$ cat src/common/hssp_consts.vh
// Purpose: Shared constants of the host serial slave port.
// Assumes: Included by the design files by bare name.
// Notes:   Command layout and strap code are fixed by this block.
`ifndef HSSP_CONSTS_VH
`define HSSP_CONSTS_VH

// ****************************************************************
// Command word layout
// ****************************************************************
`define HSSP_CMD_WRITE      31
`define HSSP_CMD_INC        30
`define HSSP_CMD_FUNC_HI    29
`define HSSP_CMD_FUNC_LO    28
`define HSSP_CMD_ADDR_HI    27
`define HSSP_CMD_ADDR_LO    11
`define HSSP_CMD_LEN_HI     10
`define HSSP_CMD_LEN_LO     0

// ****************************************************************
// Target channels
// ****************************************************************
`define HSSP_FUNC_CFG       2'h0
`define HSSP_FUNC_BACKPLANE 2'h1
`define HSSP_FUNC_CH_A      2'h2
`define HSSP_FUNC_CH_B      2'h3

// ****************************************************************
// Configuration bytes, reached by channel 0 writes at any address
// ****************************************************************
`define HSSP_CFG_WL32       0
`define HSSP_CFG_BE         1
`define HSSP_CFG_HS         4
`define HSSP_CFG_IPOL       5
`define HSSP_CFG_STEN       0
`define HSSP_CFG_DALL       2
`define HSSP_RST_WL32       1'b0
`define HSSP_RST_BE         1'b0
`define HSSP_RST_HS         1'b1
`define HSSP_RST_IPOL       1'b1
`define HSSP_RST_RDLY       8'h04
`define HSSP_RST_STEN       1'b1
`define HSSP_RST_DALL       1'b0

// ****************************************************************
// Status word layout
// ****************************************************************
`define HSSP_ST_NDA         0
`define HSSP_ST_UNF         1
`define HSSP_ST_OVF         2
`define HSSP_ST_A_INT       3
`define HSSP_ST_B_INT       4
`define HSSP_ST_A_EMPTY     5
`define HSSP_ST_B_EMPTY     6
`define HSSP_ST_A_AVAIL     8
`define HSSP_ST_A_LEN_LO    9
`define HSSP_ST_B_AVAIL     20
`define HSSP_ST_B_LEN_LO    21

// ****************************************************************
// Strap, sizes and timing
// ****************************************************************
`define HSSP_STRAP_SERIAL   3'h5
`define HSSP_MAX_WORDS      10'h200
`define HSSP_DLY_UNIT_SHIFT 3
`define HSSP_STRAP_WAIT     2'h2
`define HSSP_SCLK_MAX_HZ    48000000

`endif

$ cat src/rtl/hssp_buf.v
// Purpose: Two-entry buffer with valid and ready on both sides.
// Assumes: Single clock, asynchronous active-low reset.
// Notes:   Read data come straight from the head register.
`timescale 1ns/1ps

module hssp_buf #(
  parameter W = 34
) (
  input  wire         clk,
  input  wire         rst_b,
  input  wire [W-1:0] in_data,
  input  wire         in_valid,
  output wire         in_ready,
  output wire [W-1:0] out_data,
  output wire         out_valid,
  input  wire         out_ready
);

  reg [W-1:0] head_q;
  reg [W-1:0] tail_q;
  reg         head_v_q;
  reg         tail_v_q;
  wire        push;
  wire        pop;

  assign in_ready  = ~tail_v_q;
  assign out_data  = head_q;
  assign out_valid = head_v_q;
  assign push      = in_valid & ~tail_v_q;
  assign pop       = head_v_q & out_ready;

  always @(posedge clk or negedge rst_b) begin
    if (!rst_b) begin
      head_q   <= {W{1'b0}};
      tail_q   <= {W{1'b0}};
      head_v_q <= 1'b0;
      tail_v_q <= 1'b0;
    end else begin
      case ({push, pop})
        2'b10: begin
          if (!head_v_q) begin
            head_q   <= in_data;
            head_v_q <= 1'b1;
          end else begin
            tail_q   <= in_data;
            tail_v_q <= 1'b1;
          end
        end
        2'b01: begin
          head_q   <= tail_q;
          head_v_q <= tail_v_q;
          tail_v_q <= 1'b0;
        end
        2'b11: begin
          if (tail_v_q) begin
            head_q <= tail_q;
            tail_q <= in_data;
          end else begin
            head_q <= in_data;
          end
        end
        default: begin
          head_q <= head_q;
        end
      endcase
    end
  end

endmodule // hssp_buf

$ cat src/rtl/hssp_top.v
// Purpose: Slave side of the generic serial host port.
// Assumes: Serial clock well below a quarter of clk; pins asynchronous.
// Notes:   Configuration lives in channel 0 bytes 0..2.
//
// Overview of operation
// - 16 or 32-bit words, selectable byte order
// - Every transaction opens with 32-bit command
// - Device captures bits on active edge
// - Read bit valid before first rising edge
// - With high-speed set, last delay edge launches first data bit
// - Split read: select released between phases
// - Optional 32-bit status after each transaction
// - Status bit 0: read data unavailable
// - Status bit 1: packet channel underflow
// - Status bit 2: write overflow
// - Bits 3-6 interrupts and receive empty
// - Bits 8-31 packet available and lengths
// - Serial clock at most 48 MHz
// - At most 2 KB per transfer
// - Little endian default, big selectable
// - Shifting edge is configurable
// - Programmable delay before read response words
// - Serial mode chosen by strap inputs
// - Response delay in 8-bit units, default 4
// - Status enable bit appends status word
// - High-speed bit: same edge, default set
// - Word-length bit, default 16-bit
`timescale 1ns/1ps
`include "hssp_consts.vh"

module hssp_top (
  input  wire        clk,
  input  wire        rst_b,
  input  wire        sclk_pin,
  input  wire        cs_b_pin,
  input  wire        serial_data_in,
  input  wire [2:0]  strap_host_ifc,
  output reg         sdo_q,
  output reg         sdo_oe_q,
  output reg         irq_q,
  output reg         xfer_write_q,
  output reg  [1:0]  xfer_func_q,
  output reg  [16:0] xfer_addr_q,
  input  wire [31:0] rd_data,
  input  wire        rd_valid,
  output reg         rd_ready_q,
  output wire [31:0] wr_data,
  output wire [1:0]  wr_func,
  output wire        wr_valid,
  input  wire        wr_ready,
  input  wire        ch_a_int,
  input  wire        ch_b_int,
  input  wire        ch_a_rx_empty,
  input  wire        ch_b_rx_empty,
  input  wire        ch_a_pkt_avail,
  input  wire        ch_b_pkt_avail,
  input  wire [10:0] ch_a_pkt_len,
  input  wire [10:0] ch_b_pkt_len
);

  localparam [5:0] S_IDLE  = 6'h01;
  localparam [5:0] S_CMD   = 6'h02;
  localparam [5:0] S_DLY   = 6'h04;
  localparam [5:0] S_WDATA = 6'h08;
  localparam [5:0] S_RDATA = 6'h10;
  localparam [5:0] S_STAT  = 6'h20;

  // ****************************************************************
  // Functions
  // ****************************************************************
  // byte order per width
  function [31:0] order;
    input [31:0] w;
    input        be;
    input        w32;
    begin
      if (be)
        order = w;
      else if (w32)
        order = {w[7:0], w[15:8], w[23:16], w[31:24]};
      else
        order = {w[23:16], w[31:24], w[7:0], w[15:8]};
    end
  endfunction

  // length 0 means a full 2 KB frame
  function [9:0] words_of;
    input [10:0] len;
    begin
      if (len == 11'h000)
        words_of = `HSSP_MAX_WORDS;
      else
        words_of = {1'b0, len[10:2]} + {9'h000, |len[1:0]};
    end
  endfunction

  // ****************************************************************
  // Pin synchronisers
  // ****************************************************************
  // link clock sampled, kept well below clk
  reg [2:0] sclk_s_q;
  reg [2:0] cs_s_q;
  reg [1:0] di_s_q;
  reg [2:0] strap_s1_q;
  reg [2:0] strap_s2_q;
  reg [1:0] strap_cnt_q;
  reg       mode_q;
  wire      rise;
  wire      fall;
  wire      cs_fall;
  wire      cs_rise;
  wire      cs_low;

  always @(posedge clk or negedge rst_b) begin
    if (!rst_b) begin
      sclk_s_q   <= 3'h0;
      cs_s_q     <= 3'h7;
      di_s_q     <= 2'h0;
      strap_s1_q <= 3'h0;
      strap_s2_q <= 3'h0;
    end else begin
      sclk_s_q   <= {sclk_s_q[1:0], sclk_pin};
      cs_s_q     <= {cs_s_q[1:0], cs_b_pin};
      di_s_q     <= {di_s_q[0], serial_data_in};
      strap_s1_q <= strap_host_ifc;
      strap_s2_q <= strap_s1_q;
    end
  end

  // sampling edge is the rising one
  assign rise    = sclk_s_q[1] & ~sclk_s_q[2];
  assign fall    = ~sclk_s_q[1] & sclk_s_q[2];
  assign cs_fall = ~cs_s_q[1] & cs_s_q[2];
  assign cs_rise = cs_s_q[1] & ~cs_s_q[2];
  assign cs_low  = ~cs_s_q[1];

  // strap caught once after reset release
  always @(posedge clk or negedge rst_b) begin
    if (!rst_b) begin
      strap_cnt_q <= 2'h0;
      mode_q      <= 1'b0;
    end else if (strap_cnt_q < `HSSP_STRAP_WAIT) begin
      strap_cnt_q <= strap_cnt_q + 2'h1;
    end else if (strap_cnt_q == `HSSP_STRAP_WAIT) begin
      mode_q      <= (strap_s2_q == `HSSP_STRAP_SERIAL);
      strap_cnt_q <= 2'h3;
    end
  end

  // ****************************************************************
  // Write buffer
  // ****************************************************************
  reg         push_q;
  reg  [33:0] push_data_q;
  wire        buf_in_ready;

  hssp_buf #(.W(34)) u_buf (
    .clk       (clk),
    .rst_b     (rst_b),
    .in_data   (push_data_q),
    .in_valid  (push_q),
    .in_ready  (buf_in_ready),
    .out_data  ({wr_func, wr_data}),
    .out_valid (wr_valid),
    .out_ready (wr_ready)
  );

  // ****************************************************************
  // Transaction engine
  // ****************************************************************
  reg [5:0]  state_q;
  reg [4:0]  bit_q;
  reg [31:0] rx_q;
  reg [31:0] tx_q;
  reg [9:0]  words_q;
  reg [10:0] dly_q;
  reg        inc_q;
  reg        split_q;
  reg        nda_q;
  reg        unf_q;
  reg        ovf_q;
  reg        rise_d_q;
  reg        cs_fall_d_q;
  reg        wl32_q;
  reg        be_q;
  reg        hs_q;
  reg        ipol_q;
  reg        sten_q;
  reg        dall_q;
  reg [7:0]  rdly_q;
  reg [31:0] status;
  wire [31:0] rx_word;
  wire [31:0] rx_raw;
  wire [31:0] cfg_word;
  wire [31:0] cmd;
  wire        last_bit;
  wire        ovf_now;

  assign rx_raw   = {rx_q[30:0], di_s_q[1]};
  assign rx_word  = order(rx_raw, be_q, wl32_q);
  assign cmd      = order(rx_raw, be_q, wl32_q);
  assign last_bit = (bit_q == 5'h1F);
  // overflow of the word ending now
  assign ovf_now  = (state_q == S_WDATA) & last_bit & ~buf_in_ready
                    & (xfer_func_q != `HSSP_FUNC_CFG);
  assign cfg_word = {8'h00, 5'h00, dall_q, 1'b0, sten_q, rdly_q,
                     2'h0, ipol_q, hs_q, 2'h0, be_q, wl32_q};

  always @* begin
    status = 32'h0000_0000;
    status[`HSSP_ST_NDA] = nda_q;
    status[`HSSP_ST_UNF] = unf_q;
    status[`HSSP_ST_OVF] = ovf_q | ovf_now;
    status[`HSSP_ST_A_INT]   = ch_a_int;
    status[`HSSP_ST_B_INT]   = ch_b_int;
    status[`HSSP_ST_A_EMPTY] = ch_a_rx_empty;
    status[`HSSP_ST_B_EMPTY] = ch_b_rx_empty;
    status[`HSSP_ST_A_AVAIL] = ch_a_pkt_avail;
    status[`HSSP_ST_A_LEN_LO +: 11] = ch_a_pkt_len;
    status[`HSSP_ST_B_AVAIL] = ch_b_pkt_avail;
    status[`HSSP_ST_B_LEN_LO +: 11] = ch_b_pkt_len;
  end

  // Loads the next read word, or zeros when none is on offer
  task load_read;
    begin
      if (xfer_func_q == `HSSP_FUNC_CFG) begin
        tx_q <= order(cfg_word, be_q, wl32_q);
      end else if (rd_valid && !rd_ready_q) begin
        tx_q       <= order(rd_data, be_q, wl32_q);
        rd_ready_q <= 1'b1;
      end else begin
        tx_q  <= 32'h0000_0000;
        nda_q <= 1'b1;
        if (xfer_func_q[1])
          unf_q <= 1'b1;
      end
    end
  endtask

  // After the last data word: status word or silence
  task finish_data;
    begin
      if (sten_q) begin
        tx_q    <= order(status, be_q, wl32_q);
        state_q <= S_STAT;
      end else begin
        tx_q    <= 32'h0000_0000;
        state_q <= S_IDLE;
      end
    end
  endtask

  always @(posedge clk or negedge rst_b) begin
    if (!rst_b) begin
      state_q      <= S_IDLE;
      bit_q        <= 5'h00;
      rx_q         <= 32'h0000_0000;
      tx_q         <= 32'h0000_0000;
      words_q      <= 10'h000;
      dly_q        <= 11'h000;
      inc_q        <= 1'b0;
      split_q      <= 1'b0;
      nda_q        <= 1'b0;
      unf_q        <= 1'b0;
      ovf_q        <= 1'b0;
      push_q       <= 1'b0;
      push_data_q  <= 34'h0_0000_0000;
      rd_ready_q   <= 1'b0;
      xfer_write_q <= 1'b0;
      xfer_func_q  <= 2'h0;
      xfer_addr_q  <= 17'h0_0000;
      wl32_q       <= `HSSP_RST_WL32;
      be_q         <= `HSSP_RST_BE;
      hs_q         <= `HSSP_RST_HS;
      ipol_q       <= `HSSP_RST_IPOL;
      rdly_q       <= `HSSP_RST_RDLY;
      sten_q       <= `HSSP_RST_STEN;
      dall_q       <= `HSSP_RST_DALL;
    end else begin
      push_q     <= 1'b0;
      rd_ready_q <= 1'b0;
      if (!mode_q) begin
        state_q <= S_IDLE;
      end else if (cs_rise) begin
        // a read with no data yet resumes next frame
        split_q <= (state_q == S_DLY || state_q == S_RDATA)
                   && bit_q == 5'h00 && !xfer_write_q;
        state_q <= S_IDLE;
      end else if (cs_fall) begin
        bit_q <= 5'h00;
        if (split_q) begin
          // data phase of a split read
          load_read;
          state_q <= S_RDATA;
        end else begin
          state_q <= S_CMD;
        end
        split_q <= 1'b0;
      end else if (cs_low && rise) begin
        rx_q  <= rx_raw;
        bit_q <= bit_q + 5'h01;
        if (state_q == S_RDATA || state_q == S_STAT)
          tx_q <= {tx_q[30:0], 1'b0};
        case (state_q)
          S_CMD: begin
            if (last_bit) begin
              xfer_write_q <= cmd[`HSSP_CMD_WRITE];
              inc_q        <= cmd[`HSSP_CMD_INC];
              xfer_func_q  <= cmd[`HSSP_CMD_FUNC_HI:`HSSP_CMD_FUNC_LO];
              xfer_addr_q  <= cmd[`HSSP_CMD_ADDR_HI:`HSSP_CMD_ADDR_LO];
              words_q <= words_of(cmd[`HSSP_CMD_LEN_HI:`HSSP_CMD_LEN_LO]);
              nda_q <= 1'b0;
              unf_q <= 1'b0;
              ovf_q <= 1'b0;
              if (cmd[`HSSP_CMD_WRITE]) begin
                state_q <= S_WDATA;
              end else if (rdly_q != 8'h00 && (dall_q ||
                  cmd[`HSSP_CMD_FUNC_HI:`HSSP_CMD_FUNC_LO] ==
                  `HSSP_FUNC_BACKPLANE)) begin
                dly_q   <= {rdly_q, 3'h0} >> 0;
                state_q <= S_DLY;
              end else begin
                state_q <= S_RDATA;
                tx_q    <= 32'h0000_0000;
                split_q <= 1'b0;
              end
            end
          end
          S_DLY: begin
            dly_q <= dly_q - 11'h001;
            bit_q <= 5'h00;
            if (dly_q == 11'h001) begin
              // last delay edge loads first word
              load_read;
              state_q <= S_RDATA;
            end
          end
          S_WDATA: begin
            if (last_bit) begin
              if (inc_q)
                xfer_addr_q <= xfer_addr_q + 17'h0_0004;
              words_q <= words_q - 10'h001;
              if (xfer_func_q == `HSSP_FUNC_CFG) begin
                wl32_q <= rx_word[`HSSP_CFG_WL32];
                be_q   <= rx_word[`HSSP_CFG_BE];
                hs_q   <= rx_word[`HSSP_CFG_HS];
                ipol_q <= rx_word[`HSSP_CFG_IPOL];
                rdly_q <= rx_word[15:8];
                sten_q <= rx_word[16 + `HSSP_CFG_STEN];
                dall_q <= rx_word[16 + `HSSP_CFG_DALL];
              end else if (buf_in_ready) begin
                push_q      <= 1'b1;
                push_data_q <= {xfer_func_q, rx_word};
              end else begin
                ovf_q <= 1'b1;
              end
              if (words_q == 10'h001)
                finish_data;
            end
          end
          S_RDATA: begin
            if (last_bit) begin
              if (inc_q)
                xfer_addr_q <= xfer_addr_q + 17'h0_0004;
              words_q <= words_q - 10'h001;
              if (words_q == 10'h001)
                finish_data;
              else
                load_read;
            end
          end
          S_STAT: begin
            if (last_bit)
              state_q <= S_IDLE;
          end
          default: begin
            state_q <= S_IDLE;
          end
        endcase
      end
    end
  end

  // ****************************************************************
  // Pin drivers
  // ****************************************************************
  // normal mode launches on the falling edge
  // so the bit has half a period to settle before the host samples
  always @(posedge clk or negedge rst_b) begin
    if (!rst_b) begin
      rise_d_q <= 1'b0;
      cs_fall_d_q <= 1'b0;
      sdo_q    <= 1'b0;
      sdo_oe_q <= 1'b0;
      irq_q    <= 1'b0;
    end else begin
      rise_d_q    <= rise;
      cs_fall_d_q <= cs_fall;
      // Split data phase: first bit one clk after select falls
      if ((hs_q && rise_d_q) || (!hs_q && fall) || cs_fall || cs_fall_d_q)
        sdo_q <= (state_q == S_RDATA || state_q == S_STAT) & tx_q[31];
      // data out driven only while selected
      sdo_oe_q <= mode_q & cs_low;
      irq_q <= mode_q ? ((ch_a_int | ch_b_int) ~^ ipol_q) : 1'b0;
    end
  end

endmodule // hssp_top

$ cat config.mk
export PLATFORM = sky130hd
export DESIGN_NAME = hssp_top
export DESIGN_NICKNAME = d
export VERILOG_FILES = /design/src/rtl/hssp_buf.v /design/src/rtl/hssp_top.v
export VERILOG_INCLUDE_DIRS = /design/src /design/src/common
export SDC_FILE = /design/constraint.sdc
export NUM_CORES = 1
export LEC_CHECK = 0
export ABC_AREA = 1
export BUFFER_PORTS_ARGS = -buffer_cell sky130_fd_sc_hd__buf_2
export CAP_MARGIN = 20
export CORE_MARGIN = 1.5
export CORE_UTILIZATION = 25
export DETAILED_ROUTE_END_ITERATION = 10
export SLEW_MARGIN = 20
export SYNTH_ARGS = -nofsm -noshare
export SYNTH_HDL_FRONTEND = slang
export SYNTH_HIERARCHICAL = 1
export SYNTH_SLANG_ARGS = --single-unit
$ cat constraint.sdc
create_clock -name clk -period 2.6 [get_ports clk]
set_input_delay 0.52 -clock clk [delete_from_list [all_inputs] [get_ports clk]]
set_output_delay 0.52 -clock clk [all_outputs]
set_load 0.03 [all_outputs]
## After elaboration in Yosys (flattened, before gate mapping)

Cells that the tools add are included.
W data, S select, Z words.

| storage, ports and cells | value |
|---|---|
| logic and storage cells | 275 |
| input port bits | 70 |
| register bits after elaboration | 262 |

| operators by class | value |
|---|---|
| add/subtract/negate cells | 6 |
| mux-type cells | 115 |
| reduce and logical (&&, ||, !) cells | 52 |
| equal/unequal tests | 38 |
| order comparisons | 1 |
| bitwise gates (word level) | 23 |

Operators by type and width:

| cell | count |
|---|---|
| $mux W32 | 21 |
| $mux W34 | 4 |
| $pmux W32 S4 | 1 |
| $pmux W34 S3 | 1 |
| $pmux W34 S2 | 1 |
| $mux W30 | 2 |
| $mux W6 | 10 |
| $mux W17 | 3 |
| $mux W1 | 48 |
| $pmux W17 S2 | 1 |
| $mux W11 | 3 |
| $mux W10 | 3 |
| $mux W5 | 6 |
| $pmux W6 S4 | 1 |
| $reduce_and A8 Y1 | 3 |
| $pmux W11 S2 | 1 |
| $pmux W10 S2 | 1 |
| $reduce_and A6 Y1 | 3 |
| $reduce_and A9 Y1 | 2 |
| $add A17 B3 Y17 const B | 1 |
| $reduce_bool A2 Y1 | 8 |
| $ne A3 B3 Y1 const B | 5 |
| $reduce_and A7 Y1 | 2 |
| $ne A2 B1 Y1 const B | 6 |
| 43 further kinds | 98 |

## Longest topological paths before layout

| logic depth | value |
|---|---|
| word-level depth | 13 |
| depth in mapped cells | 16 |

## Cells and area by module

The synthesis kept the hierarchy.

Modules (own cells, without submodules):

| module | area each (um^2) | cells each | sequential area each (um^2) | times used |
|---|---|---|---|---|
| hssp_top | 13170.1 | 1954 | 4814.6 | 1 |
| hssp_buf | 3344.5 | 426 | 1751.7 | 1 |

## Worst setup path after synthesis

No wires, ideal clock.

| path | value |
|---|---|
| kind | reg2reg |
| from | register bit_q[0] |
| to | register push_data_q[30] |
| data arrival time | 2068 ps |
| slack | 410 ps |
| cell stages (with the launch flop) | 13 |
| required time | 2477 ps |
| cell sequence | dfrtp_1 -> ha_1 -> inv_1 -> nor3_1 -> ha_1 -> inv_1 -> nor2_4 -> inv_2 -> nor4_4 -> inv_4 -> buf_6 -> nand2_1 -> o21ai_2 |

| between the ends | value |
|---|---|
| word-level cells in the longest chain between the ends | 2 |

Ends and longest elaborated chain:

| what | RTL line | source |
|---|---|---|
| start, declared | hssp_top.v:172 | `reg [4:0] bit_q;` |
| start signal, assigned | hssp_top.v:302 | `bit_q <= bit_q + 5'h01;` |
| $eq A5 B5 Y1 | hssp_top.v:202 | `assign last_bit = (bit_q == 5'h1F);` |
| $reduce_and A8 Y1 (no line) | - |  |
| end signal, assigned | hssp_top.v:354 | `push_data_q <= {xfer_func_q, rx_word};` |
| end, declared | hssp_top.v:154 | `reg [33:0] push_data_q;` |

No other way between the ends.
A chain may end at the register's enable or synchronous reset.

## Final worst setup path

| path | value |
|---|---|
| from | register wl32_q |
| to | register words_q[2] |

| between the ends | value |
|---|---|
| word-level cells in the longest chain between the ends | 7 |

Ends and longest elaborated chain:

| what | RTL line | source |
|---|---|---|
| start, declared | hssp_top.v:184 | `reg wl32_q;` |
| start signal, assigned | hssp_top.v:273 | `` wl32_q <= `HSSP_RST_WL32; `` |
| start signal, assigned | hssp_top.v:345 | `` wl32_q <= rx_word[`HSSP_CFG_WL32]; `` |
| $mux W32 (*) | hssp_top.v:79 | `else if (w32)` |
| $mux W32 (*) | hssp_top.v:77 | `if (be)` |
| $reduce_or A2 Y1 | hssp_top.v:93 | `words_of = {1'b0, len[10:2]} + {9'h000, \|len[1:0]};` |
| $add A9 B1 Y10 | hssp_top.v:93 |  |
| $mux W10 (*) | hssp_top.v:90 | `if (len == 11'h000)` |
| $mux W10 (*) | hssp_top.v:307 | `if (last_bit) begin` |
| $pmux W10 S2 (*) | hssp_top.v:305 | `case (state_q)` |
| end signal, assigned | hssp_top.v:312 | `` words_q <= words_of(cmd[`HSSP_CMD_LEN_HI:`HSSP_CMD_LEN_LO]); `` |
| end signal, assigned | hssp_top.v:343 | `words_q <= words_q - 10'h001;` |
| end signal, assigned | hssp_top.v:366 | `words_q <= words_q - 10'h001;` |
| end, declared | hssp_top.v:175 | `reg [9:0] words_q;` |

Every way passes the cells marked *; elsewhere a longest branch is shown, timed or not. The select of a mux whose other input is x is not followed.

==> run metrics <==
Final Cell Area=19700 sq um; max-cap violation count=0; CP startpoint kind=flip-flop; Post-synth EDFFs=0; Worst setup startpoint=wl32_q; worst setup path end=words_q[2]; H-tree depth=2; number of global-route vias before repair=15238; Die Wd=260 um; period utilisation layout=0.946; CTS tree=built; crit path max fanout=8; Netlist cell types=57; Arrival @ worst endpoint=2920 ps; Final setup viols=0; initial antenna violation count=2; Placer Congestion=0.923; Nets=2608; setup slack, reg-to-reg=140 ps; Critical R2R Launch=wl32_q; reg2reg path depth=9; synthesized netlist net count=2465; Clock Sinks=262; multi-input logic area=8330 sq um; setup TNS=0 ps; Setup Skew=23.0 ps; Mean Syn Cell Area=6.94 sq um; post-route antenna net violation count=0; port bufs=128; DR pass1 iterations=5; Storage cell area=6570 sq um; post-synthesis compound-gate area fraction=0.166; Adder-Cell Fraction of Synth Area=0.0114; chip height=260 um; 1st-iter DRT viols=1521; worst slew pin tran=703 ps; minimum clock period=2460 ps; sequential share of the synthesized area=0.398; Initial Utilization=0.252; simple-gate share of the synthesized area=0.320; mux cell area share after synthesis=0.000606; Worst IR Drop VDD=509 uV; die area=67600 sq um; core area=65600 sq um; fraction of layout cells with a size suffix above 1=0.156; clk buf depth=3; GRT overflow=0; hpwl dp=41.2 mm; placed instance area=18500 sq um; unrepaired setup endpoints after global routing=false; Slew headroom=0.520; later-pin clock latency in the skew report=540 ps; DRC=0; detailed-route via count=16279; post-synthesis xor/xnor area fraction=0.00636; Synth async-reset ratio=1.00; CP required=3060 ps; PwrDens=541 nW/um^2; n_diodes=0; WS Path Type=flip-flop to flip-flop; gr usage total=0.167; CTS buffer count=34; CTS Root Cell=clkbuf_16; Filler cells=7238; wire per inst=16.6 um; largest family of logic cells by synthesized area=simple AND/OR/NAND/NOR gates; final slew viol count=0; Hold Crit Class=input pin to flip-flop; via/cell ratio=4.77; Crit. End Element=flip-flop; FMAX=0.406 GHz; DRT Wirelength=56.7 mm; outcome=finished clean; yosys warns=6; first-pass GRT wire length=89.4 mm; CTS clk-pin slew, worst paths=60 ps; Syn Std Cell Area=16500 sq um; Syn Inst Count=2380; r2r endpoint=words_q[2]; IO Count=129; Final Hold Viols=0; synthesized flop and latch total=262; P_leak=9.72 nW; Rows=94; ys flop type=dfrtp_1; largest net degree at the start of global routing=63; Syn-to-layout area delta=19.0%
metrics by stage:
| stage | power, W | worst slack, ps | std cells | hold slack (ps) | utilization |
|---|---|---|---|---|---|
| floorplan | 0.00533 | 410 | 2380 | 224 | - |
| finish | 0.0106 | 140 | 3413 | 89.8 | 0.299 |
| global route | 0.0111 | 5.94 | 3413 | 68.4 | 0.299 |
| global placement | 0.00584 | 174 | 3350 | 334 | 0.281 |
| CTS | 0.0108 | 70.3 | 3413 | 61.5 | 0.299 |
| detailed placement | 0.00584 | 83.2 | 3350 | 335 | 0.281 |
worst min-delay path by stage:
stage / endpoint / start / slack [ps] / cells after the start
2_1_floorplan: be_q / rst_b / 220 / 0
3_3_place_gp: strap_s2_q[2] / strap_s1_q[2] / 330 / 0
3_5_place_dp: sclk_s_q[1] / sclk_s_q[0] / 330 / 0
4_1_cts: cs_s_q[0] / cs_b_pin / 60 / 1
5_1_grt: cs_s_q[0] / cs_b_pin / 70 / 1
6_report: cs_s_q[0] / cs_b_pin / 90 / 1
state kept, by name (all words and copies together), names as in the netlist, 8 cells and up:
name,cells
push_data_q,34
dly_q,11
rdly_q,8
u_buf/out_data,34
xfer_addr_q,17
tx_q,32
rx_q,31
words_q,10
u_buf/tail_q,34
Yosys cell counts, drive strengths merged, types with 2 or more instances:
cell / count / share of area
a21boi: 3 / 0.0014
a21oi: 78 / 0.024
a22oi: 17 / 0.0077
a31oi: 4 / 0.0015
and2: 4 / 0.0015
buf: 79 / 0.029
clkbuf: 35 / 0.0080
dfrtp: 254 / 0.38
dfstp: 8 / 0.013
ha: 15 / 0.011
inv: 269 / 0.061
nand2: 864 / 0.20
nand3: 196 / 0.062
nand3b: 2 / 0.00091
nand4: 15 / 0.0073
nor2: 145 / 0.038
nor3: 17 / 0.0065
nor4: 2 / 0.0017
o211ai: 29 / 0.014
o21a: 2 / 0.00091
o21ai: 264 / 0.089
o221ai: 22 / 0.012
o22ai: 24 / 0.0091
o31ai: 3 / 0.0014
o32ai: 2 / 0.0011
or2: 6 / 0.0024
xnor2: 2 / 0.0011
xor2: 10 / 0.0053
repair_timing:
item,CTS,global route
endpoints found under the setup margin,0,47
endpoints found under the hold margin,55,0
hold buffers,1,0
gates resized for setup,0,5
buffers inserted,0,0
layout make-up:
cell class              count  area share
inverters                 270      0.0523
well taps                 864      0.0550
flip-flops and latches    262       0.334
clock inverters            15     0.00809
repair buffers            221      0.0760
multi-input cells        1734       0.424
clock buffers              47      0.0504
worst max-delay path, cell delays in order, from the launching register on:
cell     delay, ps
dfrtp_1        530
nand2_2        190
buf_4          210
o21ai_1        530
inv_1          250
nand2_1        130
nor2_1          50
nand3_1        170
nand4_1        140
a21oi_1        180
layer usage:
metal,part of all wire,routed length (um),up-vias,global-route usage
li1,-,-,7998,-
met1,0.45,25600,7538,0.235
met2,0.43,24500,620,0.250
met3,0.080,4510,119,0.0327
met4,0.036,2070,4,0.0654
met5,0.00039,22,-,0
power breakdown:
group	switching, W	internal [W]
clock	0.00195	0.00290
combinational	0.000908	0.000436
sequential	0.000154	0.00428
kinds of logic after synthesis:
group	after synthesis
adder cells (fa/ha/maj)	15
AO/OA/AOI/OAI	455
AND/OR/NAND/NOR	1251
buffers and inverters	384
XOR/XNOR	12
multiplexers	1
flip-flops	262
cell usage in the layout, fill, tap and decap left out, types with 14 or more instances in the layout:
| cell | n |
|---|---|
| buf_4 | 80 |
| a21oi_1 | 75 |
| o221ai_1 | 21 |
| o211ai_1 | 28 |
| o21ai_0 | 193 |
| o21ai_2 | 38 |
| dfrtp_1 | 253 |
| inv_1 | 256 |
| nand3_1 | 189 |
| nand2_2 | 16 |
| o22ai_1 | 24 |
| nor3_1 | 15 |
| buf_2 | 127 |
| a22oi_1 | 17 |
| o21ai_1 | 33 |
| ha_1 | 14 |
| nand2_1 | 848 |
| nor2_1 | 125 |
| clkbuf_16 | 35 |
No activity file was read; power rests on OpenSTA's default activity.
